==> config.mk <==
export PLATFORM = sky130hd
export DESIGN_NAME = aor_regs
export DESIGN_NICKNAME = d
export VERILOG_FILES = /design/src/pkg/aor_pkg.sv /design/src/logic/aor_regs.sv /design/src/logic/aor_unlock_timer.sv
export SDC_FILE = /design/constraint.sdc
export NUM_CORES = 1
export LEC_CHECK = 0
export ABC_AREA = 1
export BUFFER_PORTS_ARGS = -buffer_cell sky130_fd_sc_hd__buf_2
export CORE_ASPECT_RATIO = 0.8
export CORE_UTILIZATION = 30
export CTS_CLUSTER_DIAMETER = 30
export DETAILED_ROUTE_END_ITERATION = 10
export GPL_TIMING_DRIVEN = 0
export SYNTH_ARGS = -nofsm -noshare
export SYNTH_HDL_FRONTEND = slang
export SYNTH_SLANG_ARGS = --single-unit
==> constraint.sdc <==
create_clock -name ref_clk_i -period 2.9 [get_ports ref_clk_i]
set_input_delay 0.58 -clock ref_clk_i [delete_from_list [all_inputs] [get_ports ref_clk_i]]
set_output_delay 0.58 -clock ref_clk_i [all_outputs]
set_load 0.01 [all_outputs]
==> src/pkg/aor_pkg.sv <==
package aor_pkg;
  // bus and channel geometry
  localparam int AOR_DW = 16;
  localparam int AOR_AW = 16;
  localparam int AOR_CH_COUNT = 8;
  localparam int AOR_CHW = 3;
  localparam int AOR_FORCE_W = 8;

  // per-channel offsets, the channel number sits in address bits 15:12
  localparam logic [11:0] AOR_OFS_MEAN1_UPPER = 12'h406;
  localparam logic [11:0] AOR_OFS_MEAN2_FIRST = 12'h407;
  localparam logic [11:0] AOR_OFS_MEAN2_SECOND = 12'h408;
  localparam logic [11:0] AOR_OFS_ACK_SIG = 12'h500;
  localparam logic [11:0] AOR_OFS_ACK = 12'h501;
  localparam logic [11:0] AOR_OFS_FORCE_SIG = 12'h502;
  localparam logic [11:0] AOR_OFS_FORCE = 12'h503;

  // gateway status and version area
  localparam logic [15:0] AOR_ADR_GW_STATUS_SIG = 16'hA000;
  localparam logic [15:0] AOR_ADR_GW_RESERVED = 16'hA001;
  localparam logic [15:0] AOR_ADR_GW_VERSION_SIG = 16'hA010;
  localparam logic [15:0] AOR_ADR_GW_MAIN_VER = 16'hA011;
  localparam logic [15:0] AOR_ADR_GW_PATCH_VER = 16'hA012;
  localparam logic [15:0] AOR_ADR_GW_HW_REV = 16'hA013;
  localparam logic [15:0] AOR_ADR_NODE_ID_LOW = 16'hA014;
  localparam logic [15:0] AOR_ADR_NODE_ID_MID = 16'hA015;
  localparam logic [15:0] AOR_ADR_NODE_ID_HIGH = 16'hA016;

  // password flag word and its bit inversion
  localparam logic [15:0] AOR_ADR_PW_FLAGS = 16'hA106;
  localparam logic [15:0] AOR_ADR_PW_FLAGS_INV = 16'hA107;
  localparam int AOR_PW_ACTIVE_BIT = 0;

  // field positions
  localparam int AOR_ACK_BIT = 0;
  localparam int AOR_FORCE_FAULT_BIT = 0;
  localparam int AOR_FORCE_ALARM1_BIT = 4;

  // values after reset
  localparam logic [15:0] AOR_SIG_RESET = 16'h0000;
  localparam logic [7:0] AOR_FORCE_RESET = 8'h00;
  localparam logic AOR_PW_ACTIVE_RESET = 1'b1;

  // unlock window after login
  localparam longint AOR_UNLOCK_MINUTES = 30;
  localparam longint AOR_CLK_HZ = 40000000;
  localparam longint AOR_UNLOCK_CYCLES = AOR_UNLOCK_MINUTES * 64'd60 * AOR_CLK_HZ;
  localparam int AOR_TIMER_W = 40;
endpackage

==> src/logic/aor_regs.sv <==
`timescale 1ns/1ps
module aor_regs
  import aor_pkg::*;
#(
  parameter logic [AOR_TIMER_W-1:0] UNLOCK_CYCLES = AOR_TIMER_W'(AOR_UNLOCK_CYCLES)
) (
  input wire logic ref_clk_i,
  input wire logic rst_n_i,
  input wire logic [AOR_AW-1:0] reg_addr_i,
  input wire logic reg_wr_i,
  input wire logic reg_rd_i,
  input wire logic [AOR_DW-1:0] reg_wdata_i,
  output logic [AOR_DW-1:0] reg_rdata_o,
  output logic reg_ack_o,
  output logic reg_err_o,
  input wire logic login_ok_i,
  input wire logic [AOR_CH_COUNT*32-1:0] mean_one_i,
  input wire logic [AOR_CH_COUNT*32-1:0] mean_two_i,
  output logic [AOR_CH_COUNT-1:0] alarm_ack_o,
  output logic [AOR_CH_COUNT*AOR_FORCE_W-1:0] forced_state_o,
  output logic password_active_o,
  output logic write_unlocked_o,
  output logic [7:0] gateway_main_version_o,
  output logic [15:0] gateway_patch_sub_version_o,
  output logic [7:0] gateway_hardware_revision_o,
  output logic [47:0] unique_node_identifier_o
);
  logic [AOR_DW-1:0] ack_sig_q [AOR_CH_COUNT];
  logic [AOR_DW-1:0] ack_sig_d [AOR_CH_COUNT];
  logic [AOR_DW-1:0] force_sig_q [AOR_CH_COUNT];
  logic [AOR_DW-1:0] force_sig_d [AOR_CH_COUNT];
  logic [AOR_FORCE_W-1:0] force_q [AOR_CH_COUNT];
  logic [AOR_FORCE_W-1:0] force_d [AOR_CH_COUNT];
  logic [AOR_DW-1:0] gw_status_sig_q, gw_status_sig_d;
  logic [AOR_DW-1:0] gw_version_sig_q, gw_version_sig_d;
  logic [7:0] main_ver_q, main_ver_d;
  logic [15:0] patch_ver_q, patch_ver_d;
  logic [7:0] hw_rev_q, hw_rev_d;
  logic [47:0] node_id_q, node_id_d;
  logic pw_active_q, pw_active_d;
  logic [AOR_CH_COUNT-1:0] ack_d;
  logic [AOR_DW-1:0] rdata_d;
  logic err_d;
  logic unlocked;
  logic [AOR_CHW-1:0] ch;
  logic ch_ok;
  logic [11:0] ofs;
  logic wr_open;

  // upper or lower half of one channel's float32
  function automatic logic [15:0] f_word(input logic [AOR_CH_COUNT*32-1:0] v,
                                         input logic [AOR_CHW-1:0] c,
                                         input logic hi);
    logic [31:0] w;
    w = v[32*c +: 32];
    f_word = hi ? w[31:16] : w[15:0];
  endfunction

  // signature after an access: store on write, step down on read
  function automatic logic [15:0] f_sig(input logic [15:0] cur, input logic wr,
                                        input logic rd, input logic [15:0] wd);
    f_sig = cur;
    if (wr) begin
      f_sig = wd;
    end else if (rd) begin
      f_sig = cur - 16'h0001;
    end
  endfunction

  aor_unlock_timer #(
    .UNLOCK_CYCLES(UNLOCK_CYCLES)
  ) u_timer (
    .ref_clk_i(ref_clk_i),
    .rst_n_i(rst_n_i),
    .login_ok_i(login_ok_i),
    .unlocked_o(unlocked)
  );

  // address split
  assign ch = reg_addr_i[12 +: AOR_CHW];
  assign ch_ok = (reg_addr_i[15:12] < 4'(AOR_CH_COUNT));
  assign ofs = reg_addr_i[11:0];
  assign wr_open = !pw_active_q || unlocked;

  // next state of the register bank and the read answer
  always_comb begin
    ack_sig_d = ack_sig_q;
    force_sig_d = force_sig_q;
    force_d = force_q;
    gw_status_sig_d = gw_status_sig_q;
    gw_version_sig_d = gw_version_sig_q;
    main_ver_d = main_ver_q;
    patch_ver_d = patch_ver_q;
    hw_rev_d = hw_rev_q;
    node_id_d = node_id_q;
    pw_active_d = pw_active_q;
    ack_d = '0;
    rdata_d = '0;
    err_d = 1'b0;
    if (ch_ok) begin
      case (ofs)
        AOR_OFS_MEAN1_UPPER: begin
          if (reg_rd_i) rdata_d = f_word(mean_one_i, ch, 1'b0);
          err_d = reg_wr_i;
        end
        AOR_OFS_MEAN2_FIRST: begin
          if (reg_rd_i) rdata_d = f_word(mean_two_i, ch, 1'b1);
          err_d = reg_wr_i;
        end
        AOR_OFS_MEAN2_SECOND: begin
          if (reg_rd_i) rdata_d = f_word(mean_two_i, ch, 1'b0);
          err_d = reg_wr_i;
        end
        AOR_OFS_ACK_SIG: begin
          if (reg_rd_i) rdata_d = ack_sig_q[ch];
          ack_sig_d[ch] = f_sig(ack_sig_q[ch], reg_wr_i, reg_rd_i, reg_wdata_i);
        end
        AOR_OFS_ACK: begin
          rdata_d = '0;
          if (reg_wr_i && reg_wdata_i[AOR_ACK_BIT]) ack_d[ch] = 1'b1;
        end
        AOR_OFS_FORCE_SIG: begin
          if (reg_rd_i) rdata_d = force_sig_q[ch];
          if (reg_wr_i && !wr_open) begin
            err_d = 1'b1;
          end else begin
            force_sig_d[ch] = f_sig(force_sig_q[ch], reg_wr_i, reg_rd_i, reg_wdata_i);
          end
        end
        AOR_OFS_FORCE: begin
          if (reg_rd_i) rdata_d = {8'h00, force_q[ch]};
          if (reg_wr_i && !wr_open) begin
            err_d = 1'b1;
          end else if (reg_wr_i) begin
            force_d[ch] = reg_wdata_i[AOR_FORCE_W-1:0];
          end
        end
        default: begin
          err_d = reg_wr_i || reg_rd_i;
        end
      endcase
    end else begin
      case (reg_addr_i)
        AOR_ADR_GW_STATUS_SIG: begin
          if (reg_rd_i) rdata_d = gw_status_sig_q;
          gw_status_sig_d = f_sig(gw_status_sig_q, reg_wr_i, reg_rd_i, reg_wdata_i);
        end
        AOR_ADR_GW_RESERVED: begin
          rdata_d = '0;
        end
        AOR_ADR_GW_VERSION_SIG: begin
          if (reg_rd_i) rdata_d = gw_version_sig_q;
          gw_version_sig_d = f_sig(gw_version_sig_q, reg_wr_i, reg_rd_i, reg_wdata_i);
        end
        AOR_ADR_GW_MAIN_VER: begin
          if (reg_wr_i) main_ver_d = reg_wdata_i[7:0];
        end
        AOR_ADR_GW_PATCH_VER: begin
          if (reg_wr_i) patch_ver_d = reg_wdata_i;
        end
        AOR_ADR_GW_HW_REV: begin
          if (reg_wr_i) hw_rev_d = reg_wdata_i[7:0];
        end
        AOR_ADR_NODE_ID_LOW: begin
          if (reg_wr_i) node_id_d[15:0] = reg_wdata_i;
        end
        AOR_ADR_NODE_ID_MID: begin
          if (reg_wr_i) node_id_d[31:16] = reg_wdata_i;
        end
        AOR_ADR_NODE_ID_HIGH: begin
          if (reg_wr_i) node_id_d[47:32] = reg_wdata_i;
        end
        AOR_ADR_PW_FLAGS, AOR_ADR_PW_FLAGS_INV: begin
          if (reg_rd_i) begin
            rdata_d = {15'h0000, pw_active_q};
            if (reg_addr_i == AOR_ADR_PW_FLAGS_INV) rdata_d = ~rdata_d;
          end
          if (reg_wr_i && !unlocked) begin
            err_d = 1'b1;
          end else if (reg_wr_i) begin
            pw_active_d = (reg_addr_i == AOR_ADR_PW_FLAGS) ?
                          reg_wdata_i[AOR_PW_ACTIVE_BIT] : !reg_wdata_i[AOR_PW_ACTIVE_BIT];
          end
        end
        default: begin
          err_d = reg_wr_i || reg_rd_i;
        end
      endcase
    end
  end

  // registers; a restart clears every forced state
  always_ff @(posedge ref_clk_i) begin
    if (!rst_n_i) begin
      for (int i = 0; i < AOR_CH_COUNT; i++) begin
        ack_sig_q[i] <= AOR_SIG_RESET;
        force_sig_q[i] <= AOR_SIG_RESET;
        force_q[i] <= AOR_FORCE_RESET;
      end
      gw_status_sig_q <= AOR_SIG_RESET;
      gw_version_sig_q <= AOR_SIG_RESET;
      main_ver_q <= '0;
      patch_ver_q <= '0;
      hw_rev_q <= '0;
      node_id_q <= '0;
      pw_active_q <= AOR_PW_ACTIVE_RESET;
      alarm_ack_o <= '0;
      reg_rdata_o <= '0;
      reg_ack_o <= 1'b0;
      reg_err_o <= 1'b0;
    end else begin
      ack_sig_q <= ack_sig_d;
      force_sig_q <= force_sig_d;
      force_q <= force_d;
      gw_status_sig_q <= gw_status_sig_d;
      gw_version_sig_q <= gw_version_sig_d;
      main_ver_q <= main_ver_d;
      patch_ver_q <= patch_ver_d;
      hw_rev_q <= hw_rev_d;
      node_id_q <= node_id_d;
      pw_active_q <= pw_active_d;
      alarm_ack_o <= ack_d;
      reg_rdata_o <= rdata_d;
      reg_ack_o <= reg_rd_i || reg_wr_i;
      reg_err_o <= err_d;
    end
  end

  // flop-driven status outputs
  always_ff @(posedge ref_clk_i) begin
    if (!rst_n_i) begin
      forced_state_o <= '0;
      password_active_o <= AOR_PW_ACTIVE_RESET;
      write_unlocked_o <= 1'b0;
      gateway_main_version_o <= '0;
      gateway_patch_sub_version_o <= '0;
      gateway_hardware_revision_o <= '0;
      unique_node_identifier_o <= '0;
    end else begin
      for (int i = 0; i < AOR_CH_COUNT; i++) begin
        forced_state_o[AOR_FORCE_W*i +: AOR_FORCE_W] <= force_d[i];
      end
      password_active_o <= pw_active_d;
      write_unlocked_o <= unlocked;
      gateway_main_version_o <= main_ver_d;
      gateway_patch_sub_version_o <= patch_ver_d;
      gateway_hardware_revision_o <= hw_rev_d;
      unique_node_identifier_o <= node_id_d;
    end
  end
endmodule

==> src/logic/aor_unlock_timer.sv <==
`timescale 1ns/1ps
module aor_unlock_timer
  import aor_pkg::*;
#(
  parameter logic [AOR_TIMER_W-1:0] UNLOCK_CYCLES = AOR_TIMER_W'(AOR_UNLOCK_CYCLES)
) (
  input wire logic ref_clk_i,
  input wire logic rst_n_i,
  input wire logic login_ok_i,
  output logic unlocked_o
);
  logic [AOR_TIMER_W-1:0] cnt_q;
  logic [AOR_TIMER_W-1:0] cnt_d;
  logic unlocked_d;

  // a login (re)starts the window, expiry only relocks writes
  always_comb begin
    cnt_d = cnt_q;
    unlocked_d = unlocked_o;
    if (login_ok_i) begin
      cnt_d = UNLOCK_CYCLES;
      unlocked_d = 1'b1;
    end else if (cnt_q > AOR_TIMER_W'(1)) begin
      cnt_d = cnt_q - AOR_TIMER_W'(1);
    end else begin
      cnt_d = '0;
      unlocked_d = 1'b0;
    end
  end

  always_ff @(posedge ref_clk_i) begin
    if (!rst_n_i) begin
      cnt_q <= '0;
      unlocked_o <= 1'b0;
    end else begin
      cnt_q <= cnt_d;
      unlocked_o <= unlocked_d;
    end
  end
endmodule

# After elaboration in Yosys (flattened, before gate mapping)

Cells that the tools add are included.

Register bits: 565
Input port bits: 549
Output and inout bits: 172
Word-level logic and storage cells: 169

Add/subtract/negate cells: 5
$lt $le $gt $ge: 6
Equal/unequal tests: 19
Shifts and indexed selects: 2
Muxes and demuxes: 58
Bitwise gates (word level): 7
Reductions and logical operators: 30

Operators with widths:

| cell                                                   | number |
|---|---|
| two-way mux 16 bit                                     | 28 |
| bitwise mux 128 bit                                    | 2 |
| two-way mux 64 bit                                     | 4 |
| variable part select 256 x 9 -> 16 bit                 | 1 |
| variable part select 256 x 9 -> 32 bit                 | 1 |
| equality test 16 bit (second input constant)           | 11 |
| binary-select mux 16 bit (select 3 bit)                | 2 |
| one-hot mux 16 bit (6 select lines)                    | 1 |
| equality test 12 x 11 -> 1 bit (second input constant) | 7 |
| two-way mux 37 bit                                     | 2 |
| bitwise mux 64 bit                                     | 1 |
| subtractor 16 x 1 -> 16 bit (second input constant)    | 4 |
| demux 16 bit (select 3 bit)                            | 1 |
| one-hot mux 16 bit (3 select lines)                    | 1 |
| > comparator 40 x 1 -> 1 bit (second input constant)   | 1 |
| subtractor 40 x 1 -> 40 bit (second input constant)    | 1 |
| two-way mux 8 bit                                      | 4 |
| AND reduction 3 bit                                    | 9 |
| binary-select mux 8 bit (select 3 bit)                 | 1 |
| demux 8 bit (select 3 bit)                             | 1 |
| NOT 1 -> 16 bit                                        | 1 |
| OR reduction 9 bit                                     | 1 |
| AND reduction 4 bit                                    | 2 |
| two-way mux 1 bit                                      | 7 |
| other kinds (18)                                       | 33 |

# Logic depth before layout (Yosys ltp)

Gate-level depths: netlist of run 1.

Word-level depth: 11
Mapped depth: 22
Depth with buffers taken out: 20

# Hierarchy

From an unflattened synthesis of run 1, not the netlist that was laid out.

Cells, all modules: 4214
Area total of the unflattened synthesis: 27715.3 um^2

By module, submodules not included:

| module           | instances | cells each | area an instance (um^2) | seq. area each (um^2) |
|---|---|---|---|---|
| aor_regs         | 1         | 3872       | 25431.9                 | 9208.8 |
| aor_unlock_timer | 1         | 342        | 2283.4                  | 820.8 |

# Worst setup path after synthesis of run 1

OpenSTA, ideal clock, no wires.

Kind: input port to flip-flop
From: input reg_addr_i[13]
To: register ack_sig_q[118] (netlist bit)
Setup time: 116 ps
Arrival time: 2367 ps
Data required time: 2784 ps
Path slack: 418 ps
Stages: 19
Path buffers: 2
Path through: buf_4 -> inv_2 -> clkbuf_1 -> nand2_1 -> nand2_1 -> nand2_1 -> nand2_1 -> inv_1 -> ha_1 -> nand2_1 -> inv_1 -> nand3_1 -> nor2_2 -> nand2_1 -> a21oi_1 -> o21ai_0 -> nand2_1 -> o21ai_0 -> inv_1

Cells in the longest elaborated chain, start to end: 10
Elaborated cells between the ends (all ways): 17
Classes of those cells: add/sub (1); order compare (3); mux (10); bitwise (1); reduce/logical (2)

RTL lines:

| item                                                  | RTL line        | RTL |
|---|---|---|
| start: declaration                                    | aor_regs.sv:9   | `input wire logic [AOR_AW-1:0] reg_addr_i,` |
| NOT 3 -> 4 bit (not written as such)                  | aor_regs.sv:116 | `ack_sig_d[ch] = f_sig(ack_sig_q[ch], reg_wr_i, reg_rd_i, reg_wdata_i);` |
| binary-select mux 16 bit (select 3 bit)               | aor_regs.sv:116 |  |
| two-way mux 16 bit (not written as such) (2 in a row) | aor_regs.sv:116 |  |
| subtractor 16 x 1 -> 16 bit                           | aor_regs.sv:66  | `f_sig = cur - 16'h0001;` |
| two-way mux 16 bit                                    | aor_regs.sv:65  | `end else if (rd) begin` |
| two-way mux 16 bit                                    | aor_regs.sv:63  | `if (wr) begin` |
| two-way mux 16 bit                                    | aor_regs.sv:101 | `case (ofs)` |
| two-way mux 16 bit                                    | aor_regs.sv:100 | `if (ch_ok) begin` |
| bitwise mux 128 bit                                   | aor_regs.sv:116 |  |
| end signal: assignment                                | aor_regs.sv:212 | `ack_sig_q <= ack_sig_d;` |
| end: declaration                                      | aor_regs.sv:28  | `logic [AOR_DW-1:0] ack_sig_q [AOR_CH_COUNT];` |

Several ways; a longest one is shown, not always the timed one. The select of a mux whose other input is x is not followed.
A chain may end at the register's enable or synchronous reset.

# Worst setup path after layout of run 1

From: input reg_addr_i[12]
To: register reg_rdata_o[15]

Cells in the longest elaborated chain, start to end: 7
Elaborated cells between the ends (all ways): 25
Classes of those cells: order compare (1); eq/ne (4); shift (2); mux (16); bitwise (1); reduce/logical (1)

RTL lines:

| item                                                                           | RTL line        | RTL |
|---|---|---|
| branches (longest 6 deep; another with variable part select 256 x 9 -> 32 bit) | --              |  |
| two-way mux 16 bit (*)                                                         | aor_regs.sv:100 |  |
| end signal: assignment                                                         | aor_regs.sv:223 | `reg_rdata_o <= rdata_d;` |
| end: declaration                                                               | aor_regs.sv:13  | `output logic [AOR_DW-1:0] reg_rdata_o,` |

Mark *: on every way between the ends. The select of a mux whose other input is x is not followed.

==> results.rst, run 1 <==
.. list-table::
   :header-rows: 1

   * - Metric
     - Value
   * - Count of state elements after synthesis
     - 501
   * - Pin count of the biggest net entering global routing
     - 17
   * - Insertion delay of the later-clocked pin in the worst-skew pair
     - 730 ps
   * - I/O pin count
     - 721
   * - Crit path largest cell delay
     - 550 ps
   * - Via count of the routed design
     - 34800
   * - Post-synthesis cell area
     - 27700 um2
   * - Share of total power in sequential cells
     - 28.8%
   * - Clock root buffer master
     - sky130_fd_sc_hd__clkbuf_16
   * - Worst Tran Pin Value
     - 1070 ps
   * - Worst Setup Path Type
     - in2reg
   * - Clock-pin slew on the worst setup and hold paths
     - 50 ps
   * - Number of remaining DRC errors
     - 0
   * - Combined global-route utilization of all metal layers
     - 35.6%
   * - Worst hold path stage count
     - 3
   * - Peak fanout along the critical path
     - 10
   * - Placed wire-length estimate
     - 133 mm
   * - Pwr/cell area
     - 654 nW/um2
   * - Yosys synthesis warning count
     - 0
   * - Master of the slowest instance on the critical path
     - sky130_fd_sc_hd__buf_2
   * - Reg-to-Reg End
     - force_sig_q[46]$_SDFFE_PN0P_
   * - Effective utilization at floorplan
     - 30.3%
   * - Number of core rows
     - 99
   * - Portion of the clock cycle consumed by the worst path in the final layout
     - 106%
   * - Clk buf depth
     - 3
   * - Setup repair after global routing missed its margin
     - yes
   * - Logic depth of the worst register-to-register path
     - 8
   * - Fmax
     - 324 MHz
   * - Number of clock buffers inserted by TritonCTS
     - 132
   * - Total non-filler cell area in the finished layout
     - 37200 um2
   * - Synthesized netlist cell count
     - 4235
   * - Origin of the worst setup path
     - reg_addr_i[12]
   * - Switching power
     - 0.00658 W
   * - Antenna violation net count after detailed routing
     - 0
   * - Nature of the critical path endpoint
     - flip-flop
   * - Crit-path cells
     - buf_2 > buf_6 > buf_6 > buf_4 > nor3_4 > buf_2 > a22oi_1 > nand4_1 > nand2_1 > o211ai_1 > nor2_1 > nor2_1
   * - Number of antenna violations at the first check in global routing
     - 37
   * - Internal cell power
     - 0.0177 W
   * - Data arrival time of the worst path
     - 3670 ps
   * - Net total in the final layout
     - 5523
   * - Detailed-router iteration count before antenna repair
     - 6
   * - Status
     - finished, violations left
   * - Top area cells in the synthesized netlist
     - sky130_fd_sc_hd__dfxtp_1, sky130_fd_sc_hd__nand2_1, sky130_fd_sc_hd__inv_1
   * - X dimension of the die
     - 342 um
   * - Fin worst setup slack
     - -187 ps
   * - Hold Fails Final Rpt
     - 0
   * - Average detailed-routed wire length per instance
     - 27.4 um
   * - Worst min-delay path startpoint
     - login_ok_i
   * - Area Growth Syn to Fin
     - 34.3%
   * - Endpoint, Worst Hold
     - u_timer.unlocked_o$_SDFFE_PN0P_
   * - Final setup violating endpoints
     - 20
   * - First-pass GRT wire length
     - 235 mm
   * - Area share of the leading cell type in the synthesized netlist
     - 36.3%
   * - Library cells used by synthesis
     - 62
   * - Vias per cell
     - 5.52
   * - Required time worst endpoint
     - 3490 ps
   * - Max-capacitance violation count
     - 0
   * - Standby leakage power
     - 17.9 nW
   * - Post-placement cell area
     - 32200 um2
   * - Synthesized Nets
     - 4792
   * - Crit start category
     - input pin
   * - Die height
     - 274 um
   * - Proportion of layout cells with a drive suffix above 1
     - 21.6%
   * - Combinational cell fraction of total power
     - 8.9%
   * - Violations in the final reports
     - negative setup slack
   * - Die area
     - 93400 um2
   * - CTS H-Tree Depth
     - 4
   * - Core Area
     - 91300 um2
   * - Predominant post-synthesis flop cell
     - sky130_fd_sc_hd__dfxtp_1
   * - Clock tree from TritonCTS
     - yes
   * - Worst setup slack after placement
     - -1840 ps
   * - Origin of the critical flop-to-flop path
     - u_timer.unlocked_o$_SDFFE_PN0P_
   * - Placer congestion estimate
     - 1.09
   * - Cell type with the highest aggregate area in the netlist
     - sky130_fd_sc_hd__dfxtp_1
   * - Worst reg-to-reg setup slack
     - 160 ps
   * - Number of sinks on the clock net
     - 501
   * - Async SR Flop Fraction
     - 0%
   * - Cts-stage hold buffer count
     - 0
   * - Post-synth EDFFs
     - 0
   * - Final Slew Violations
     - 0
   * - Via count of the first global-routing pass
     - 30800
   * - Avg Cell Area, Syn
     - 6.53 um2
   * - Setup Skew
     - 43.1 ps
   * - Path type of the worst min-delay path
     - in2reg
   * - Global route total overflow
     - 0
   * - Clock power share
     - 62.3%
   * - Max_slew headroom
     - 28.7%
   * - Sequential share of the synthesized area
     - 36.3%
   * - Worst IR Drop VDD
     - 0.436 mV
   * - Iteration-0 DRC Markers
     - 5188
   * - Shortest clock period the worst path allows after layout
     - 3090 ps
   * - Switching power share of the total
     - 27.1%
   * - Number of buffer cells added on primary ports
     - 589
   * - Sum of routed wire length over all layers
     - 172 mm
## cells in the final DEF, fill, tap and decap left out, types with 36 or more instances in the layout
master and instances:
sky130_fd_sc_hd__inv_1 627, sky130_fd_sc_hd__nor2_1 274, sky130_fd_sc_hd__buf_2 655, sky130_fd_sc_hd__a22oi_1 40, sky130_fd_sc_hd__dfxtp_1 501, sky130_fd_sc_hd__o21ai_1 36
sky130_fd_sc_hd__o21bai_1 53, sky130_fd_sc_hd__o21ai_0 383, sky130_fd_sc_hd__o211ai_1 46, sky130_fd_sc_hd__buf_4 40, sky130_fd_sc_hd__nand3_1 212, sky130_fd_sc_hd__nand4_1 64
sky130_fd_sc_hd__o21a_1 62, sky130_fd_sc_hd__clkbuf_16 137, sky130_fd_sc_hd__a21oi_1 261, sky130_fd_sc_hd__nand2_1 1064, sky130_fd_sc_hd__clkbuf_1 112
## logic make-up (layout without fill, tap and decap cells)
| family | Yosys count | count (layout) | synth area share, % |
|---|---|---|---|
| simple gates | 1751 | 1751 | 27.0 |
| compound gates | 1045 | 1045 | 22.3 |
| buf+inv | 893 | 1729 | 13.0 |
| flops | 501 | 501 | 36.3 |
| xor+xnor | 37 | 37 | 1.17 |
| fa+ha+maj | 8 | 8 | 0.362 |
| other cells | 0 | 16 | 0 |
## metal layers
metal  GRT usage, %  part of all wire [%]
met5              0                 0.072
met4           17.2                   5.3
met3           16.4                    17
met2           48.7                    38
met1           46.4                    39
## timing repair
| action | 4_1_cts | 5_1_grt |
|---|---|---|
| hold endpoints to repair | 0 | 0 |
| gates resized for setup | 55 | 47 |
| setup buffers | 0 | 6 |
| endpoints found under the setup margin | 46 | 98 |
| pin swaps | 1 | 1 |
## through the flow
stage	total power (W)	TNS (ps)	cells	hold slack [ps]	util, %
2_1_floorplan	0.00799	0	4235	424	-
3_3_place_gp	0.00911	-188760	6036	429	35.2
3_5_place_dp	0.00912	-196260	6038	435	35.2
4_1_cts	0.0242	-16.1	6277	188	40.5
5_1_grt	0.0248	-49.4	6286	229	40.7
6_report	0.0243	-1270	6299	215	40.7
## cell usage after synthesis (all sizes together), types with 2 or more instances
cell     count
o21ai      422
o2111ai      8
o22ai       24
and2         3
o21a        62
a31oi       31
nor3        28
xor2        32
nand4       65
a211oi      26
a22oi       40
clkbuf     118
nand2     1081
ha           8
nand3b       2
a21oi      267
a221oi      29
nor3b        2
buf        122
o21bai      53
a22o         8
o211ai      48
inv        652
o2bb2ai      3
o31ai        6
dfxtp      501
or2          8
nor4         6
nor2       323
o221ai      11
nand3      230
xnor2        5
## power groups by stage
| stage | registers, W | clock network [W] | logic [W] |
|---|---|---|---|
| 2_1_floorplan | 0.00711 | 0 | 0.000881 |
| 3_3_place_gp | 0.00712 | 0 | 0.00200 |
| 3_5_place_dp | 0.00712 | 0 | 0.00201 |
| 4_1_cts | 0.00699 | 0.0152 | 0.00203 |
| 5_1_grt | 0.00699 | 0.0156 | 0.00220 |
| 6_report | 0.00699 | 0.0151 | 0.00216 |
## how the worst max path moves through the flow
stage	end	cells after the start
2_1_floorplan	ack_sig_q[118]$_SDFFE_PN0P_	19
3_3_place_gp	reg_rdata_o[8]$_SDFF_PN0_	7
3_5_place_dp	reg_rdata_o[12]$_SDFF_PN0_	11
4_1_cts	reg_rdata_o[15]$_SDFF_PN0_	13
5_1_grt	reg_rdata_o[2]$_SDFF_PN0_	12
6_report	reg_rdata_o[15]$_SDFF_PN0_	12
## sequential cells by signal, summed over array words and instances, names as in the netlist, 7 cells and up
| register | cells |
|---|---|
| ack_sig_q | 128 |
| reg_rdata_o | 16 |
| u_timer.cnt_q | 40 |
| gw_version_sig_q | 16 |
| gw_status_sig_q | 16 |
| force_q | 57 |
| gateway_hardware_revision_o | 8 |
| alarm_ack_o | 8 |
| gateway_patch_sub_version_o | 16 |
| force_sig_q | 128 |
| forced_state_o | 7 |
| gateway_main_version_o | 8 |
| unique_node_identifier_o | 48 |
## final cells by class
type / instances / area (um2)
Antenna cell: 16 / 40.0
Buffer: 240 / 1230
Clock buffer: 166 / 3690
Clock inverter: 73 / 948
Fill cell: 9818 / 54100
Inverter: 653 / 2460
Multi-Input combinational cell: 2841 / 14200
Sequential cell: 501 / 10000
Tap cell: 1212 / 1520
Timing Repair Buffer: 597 / 3020
## critical path, delay by kind of cell
kind / cells / cell delay [ps]
buffers and inverters: 5 / 1280
and+or+nand+nor: 5 / 1410
AOI/OAI and AO/OA: 2 / 370
Note: power is estimated with default switching activity, not from simulation.
==> run 2, diff against run 1 <==
- BUFFER_PORTS_ARGS: -buffer_cell sky130_fd_sc_hd__buf_2 -> -buffer_cell sky130_fd_sc_hd__buf_4
- clock period: 2.9 -> 3.8 ns (I/O delays scaled with it)
==> run 2 against run 1 <==
  * The flow still finishes with violations (negative setup slack)
  * Non-clock buffer count fell by 7
  * Clock skew rose by 48 ps
  * Highest routed layer unchanged
  * Final area rose by 2.6%
  * Worst setup slack improved by 120 ps
  * Sequential share of layout area fell by 0.68 points
  * Cell count fell by 0.41%
  * Clock power fell by 25%
  * Core utilization rose by 1.1 points
  * Register-to-register slack improved by 610 ps
  * Global-route usage rose by 0.091 points
==> results.rst, run 2 (synthesis gave the netlist of run 1 again) <==
.. list-table::
   :header-rows: 1

   * - Metric
     - Value
   * - Status
     - finished, violations left
   * - Violations in the final reports
     - negative setup slack
   * - Worst IR Drop VDD
     - 0.426 mV (-2.3%)
   * - Final setup violating endpoints
     - 3 (-85%)
   * - Buf/Inv on CP
     - 4 (-1)
   * - Average detailed-routed wire length per instance
     - 27.7 um (+1.2%)
   * - Aggregate negative setup slack
     - -127 ps (+1150 ps)
   * - Clock-pin slew on the worst setup and hold paths
     - 40 ps (about the same)
   * - Cts-stage hold buffer count
     - 0 (unchanged)
   * - Area of all sequential standard cells
     - 10000 um2 (unchanged)
   * - Via count of the first global-routing pass
     - 30700 (-0.28%)
   * - Combined global-route utilization of all metal layers
     - 35.6% (+0.091 points)
   * - Clock root buffer master
     - sky130_fd_sc_hd__clkbuf_16
   * - Effective utilization at floorplan
     - 30.3% (unchanged)
   * - Setup bufs post-CTS
     - 0 (unchanged)
   * - Antenna violation net count after detailed routing
     - 0 (unchanged)
   * - Top delay family on crit path
     - buffers and inverters
   * - Worst reg-to-reg setup slack
     - 770 ps (+610 ps)
   * - Clock tree from TritonCTS
     - yes
   * - Clk buf depth
     - 3 (unchanged)
   * - Die height
     - 274 um (unchanged)
   * - Commonest non-fill, non-tap cell in the layout
     - sky130_fd_sc_hd__nand2_1
   * - Crit path largest cell delay
     - 760 ps (+210 ps)
   * - Reg-to-Reg End
     - force_sig_q[88]$_SDFFE_PN0P_
   * - Worst slack on hold paths
     - 362 ps (+147 ps)
   * - Placed insts
     - 6037 (-0.017%)
   * - Placed wire-length estimate
     - 134 mm (+0.65%)
   * - Crit-path most repeated cell
     - sky130_fd_sc_hd__nand2_1
   * - Max_slew headroom
     - 3.19% (-26 points)
   * - CTS H-Tree Depth
     - 3 (-1)
   * - Number of sinks on the clock net
     - 501 (unchanged)
   * - Number of remaining DRC errors
     - 0 (unchanged)
   * - Commonest cells after routing, fill and taps aside
     - sky130_fd_sc_hd__nand2_1, sky130_fd_sc_hd__inv_1, sky130_fd_sc_hd__buf_4
   * - Net total in the final layout
     - 5504 (-0.34%)
   * - Origin of the critical flop-to-flop path
     - u_timer.unlocked_o$_SDFFE_PN0P_
   * - Data arrival time of the worst path
     - 4390 ps (+720 ps)
   * - Hold Fails Final Rpt
     - 0 (unchanged)
   * - I/O pin count
     - 721 (unchanged)
   * - Max-capacitance violation count
     - 0 (unchanged)
   * - Area Growth Syn to Fin
     - 37.8%
   * - Insertion delay of the later-clocked pin in the worst-skew pair
     - 730 ps (about the same)
   * - Pwr/cell area
     - 482 nW/um2 (-26%)
   * - X dimension of the die
     - 342 um (unchanged)
   * - Number of buffer cells added on primary ports
     - 589 (unchanged)
   * - Required time worst endpoint
     - 4320 ps (+830 ps)
   * - Origin of the worst setup path
     - reg_addr_i[13]
   * - Number of clock buffers inserted by TritonCTS
     - 120 (-9.1%)
   * - Iteration-0 DRC Markers
     - 4743 (-8.6%)
   * - Pin count of the biggest net entering global routing
     - 19 (+2)
   * - Worst setup path endpoint
     - reg_rdata_o[8]$_SDFF_PN0_
   * - Crit start category
     - input pin
   * - Setup Skew
     - 90.6 ps (+47.5 ps)
   * - Shortest clock period the worst path allows after layout
     - 3870 ps
   * - Die area
     - 93400 um2 (unchanged)
   * - Fillers
     - 9727 (-0.93%)
   * - Global route total overflow
     - 0 (unchanged)
   * - Non-filler instance count after layout
     - 6273 (-0.41%)
   * - Sum of routed wire length over all layers
     - 174 mm (+0.80%)
   * - Setup repair after global routing missed its margin
     - no
   * - Portion of the clock cycle consumed by the worst path in the final layout
     - 102%
   * - Placer congestion estimate
     - 1.04 (-4.3%)
   * - Worst min-delay path startpoint
     - login_ok_i
   * - Master of the slowest instance on the critical path
     - sky130_fd_sc_hd__nor2_1
   * - Peak fanout along the critical path
     - 10 (unchanged)
   * - Proportion of layout cells with a drive suffix above 1
     - 20.5% (-1.1 points)
   * - Post-placement cell area
     - 33600 um2 (+4.5%)
   * - Stages on worst setup path
     - 10 (-2)
   * - Nature of the critical path endpoint
     - flip-flop
   * - Via count of the routed design
     - 34100 (-1.8%)
   * - Fin worst setup slack
     - -68.6 ps (+118 ps)
   * - Total non-filler cell area in the finished layout
     - 38100 um2 (+2.6%)
   * - Logic depth of the worst register-to-register path
     - 8 (unchanged)
   * - Final Slew Violations
     - 0 (unchanged)
   * - Core Area
     - 91300 um2 (unchanged)
   * - Combined area of the multi-input logic cells
     - 14100 um2 (-1.1%)
   * - CTS-repair resized insts
     - 2 (-96%)
   * - Number of antenna violations at the first check in global routing
     - 19 (-49%)
   * - Fmax
     - 258 MHz
   * - Detailed-router iteration count before antenna repair
     - 6 (unchanged)
   * - Final Core Density
     - 41.8% (+1.1 points)
   * - Worst Tran Pin Value
     - 1450 ps (+383 ps)
   * - First-pass GRT wire length
     - 235 mm (+0.39%)
   * - Standby leakage power
     - 18.0 nW (+0.52%)
   * - Vias per cell
     - 5.44 (-1.4%)
   * - Largest registers in the final layout
     - ack_sig_q (128), force_sig_q (128), force_q (57)
   * - Number of core rows
     - 99 (unchanged)
   * - Path type of the worst min-delay path
     - in2reg
   * - Crit-path cells
     - buf_4 > inv_2 > buf_2 > nand2_1 > nor2_1 > clkbuf_1 > nand2_1 > o2111ai_1 > o21ai_0 > a31oi_1
   * - Worst Setup Path Type
     - in2reg
-- run 2: per-layer routing --
layer / vias to the layer above / global-route usage (%) / part of all wire, %
met4: 14 / 16.5 / 4.9
li1: 15200 / - / -
met2: 2388 / 51.0 / 40
met3: 379 / 13.2 / 15
met5: - / 0 / 0.15
met1: 16100 / 47.1 / 40
-- run 2: stage by stage --
step,power (W),setup WS (ps)
after CTS,0.0183,32.2
after global routing,0.0187,29.2
final,0.0184,-68.6
after detailed placement,0.00710,-1160
after global placement,0.00710,-1220
after floorplan,0.00610,1140
-- run 2: tightest hold or removal path, stage by stage --
cell and delay, ps:
sky130_fd_sc_hd__buf_4 130, sky130_fd_sc_hd__a21oi_1 50, sky130_fd_sc_hd__nor2_1 70
-- run 2: worst min path at each step --
stage	slack [ps]	end	depth (start not counted)
3_3_place_gp	430	gateway_patch_sub_version_o[1]$_SDFFE_PN0P_	2
4_1_cts	360	unique_node_identifier_o[8]$_SDFFE_PN0P_	3
5_1_grt	380	unique_node_identifier_o[8]$_SDFFE_PN0P_	3
2_1_floorplan	420	ack_sig_q[112]$_SDFFE_PN0P_	2
6_report	360	u_timer.unlocked_o$_SDFFE_PN0P_	3
3_5_place_dp	440	gateway_hardware_revision_o[7]$_SDFFE_PN0P_	2
-- run 2: where the power goes --
group / internal [W] / total (W) / leakage (nW) / switching (W)
combinational: 0.000538 / 0.00175 / 11.8 / 0.00121
sequential: 0.00530 / 0.00533 / 4.04 / 0.0000292
clock: 0.00769 / 0.0113 / 2.13 / 0.00358
-- run 2: layout make-up --
| cell class | instances | share of cell area [%] |
|---|---|---|
| Clock buffer | 147 | 8.62 |
| Multi-Input combinational cell | 2841 | 36.9 |
| Sequential cell | 501 | 26.3 |
| Inverter | 653 | 6.43 |
| Buffer | 240 | 2.98 |
| Antenna cell | 12 | 0.0787 |
| Clock inverter | 77 | 3.07 |
| Timing Repair Buffer | 590 | 11.6 |
| Tap cell | 1212 | 3.98 |
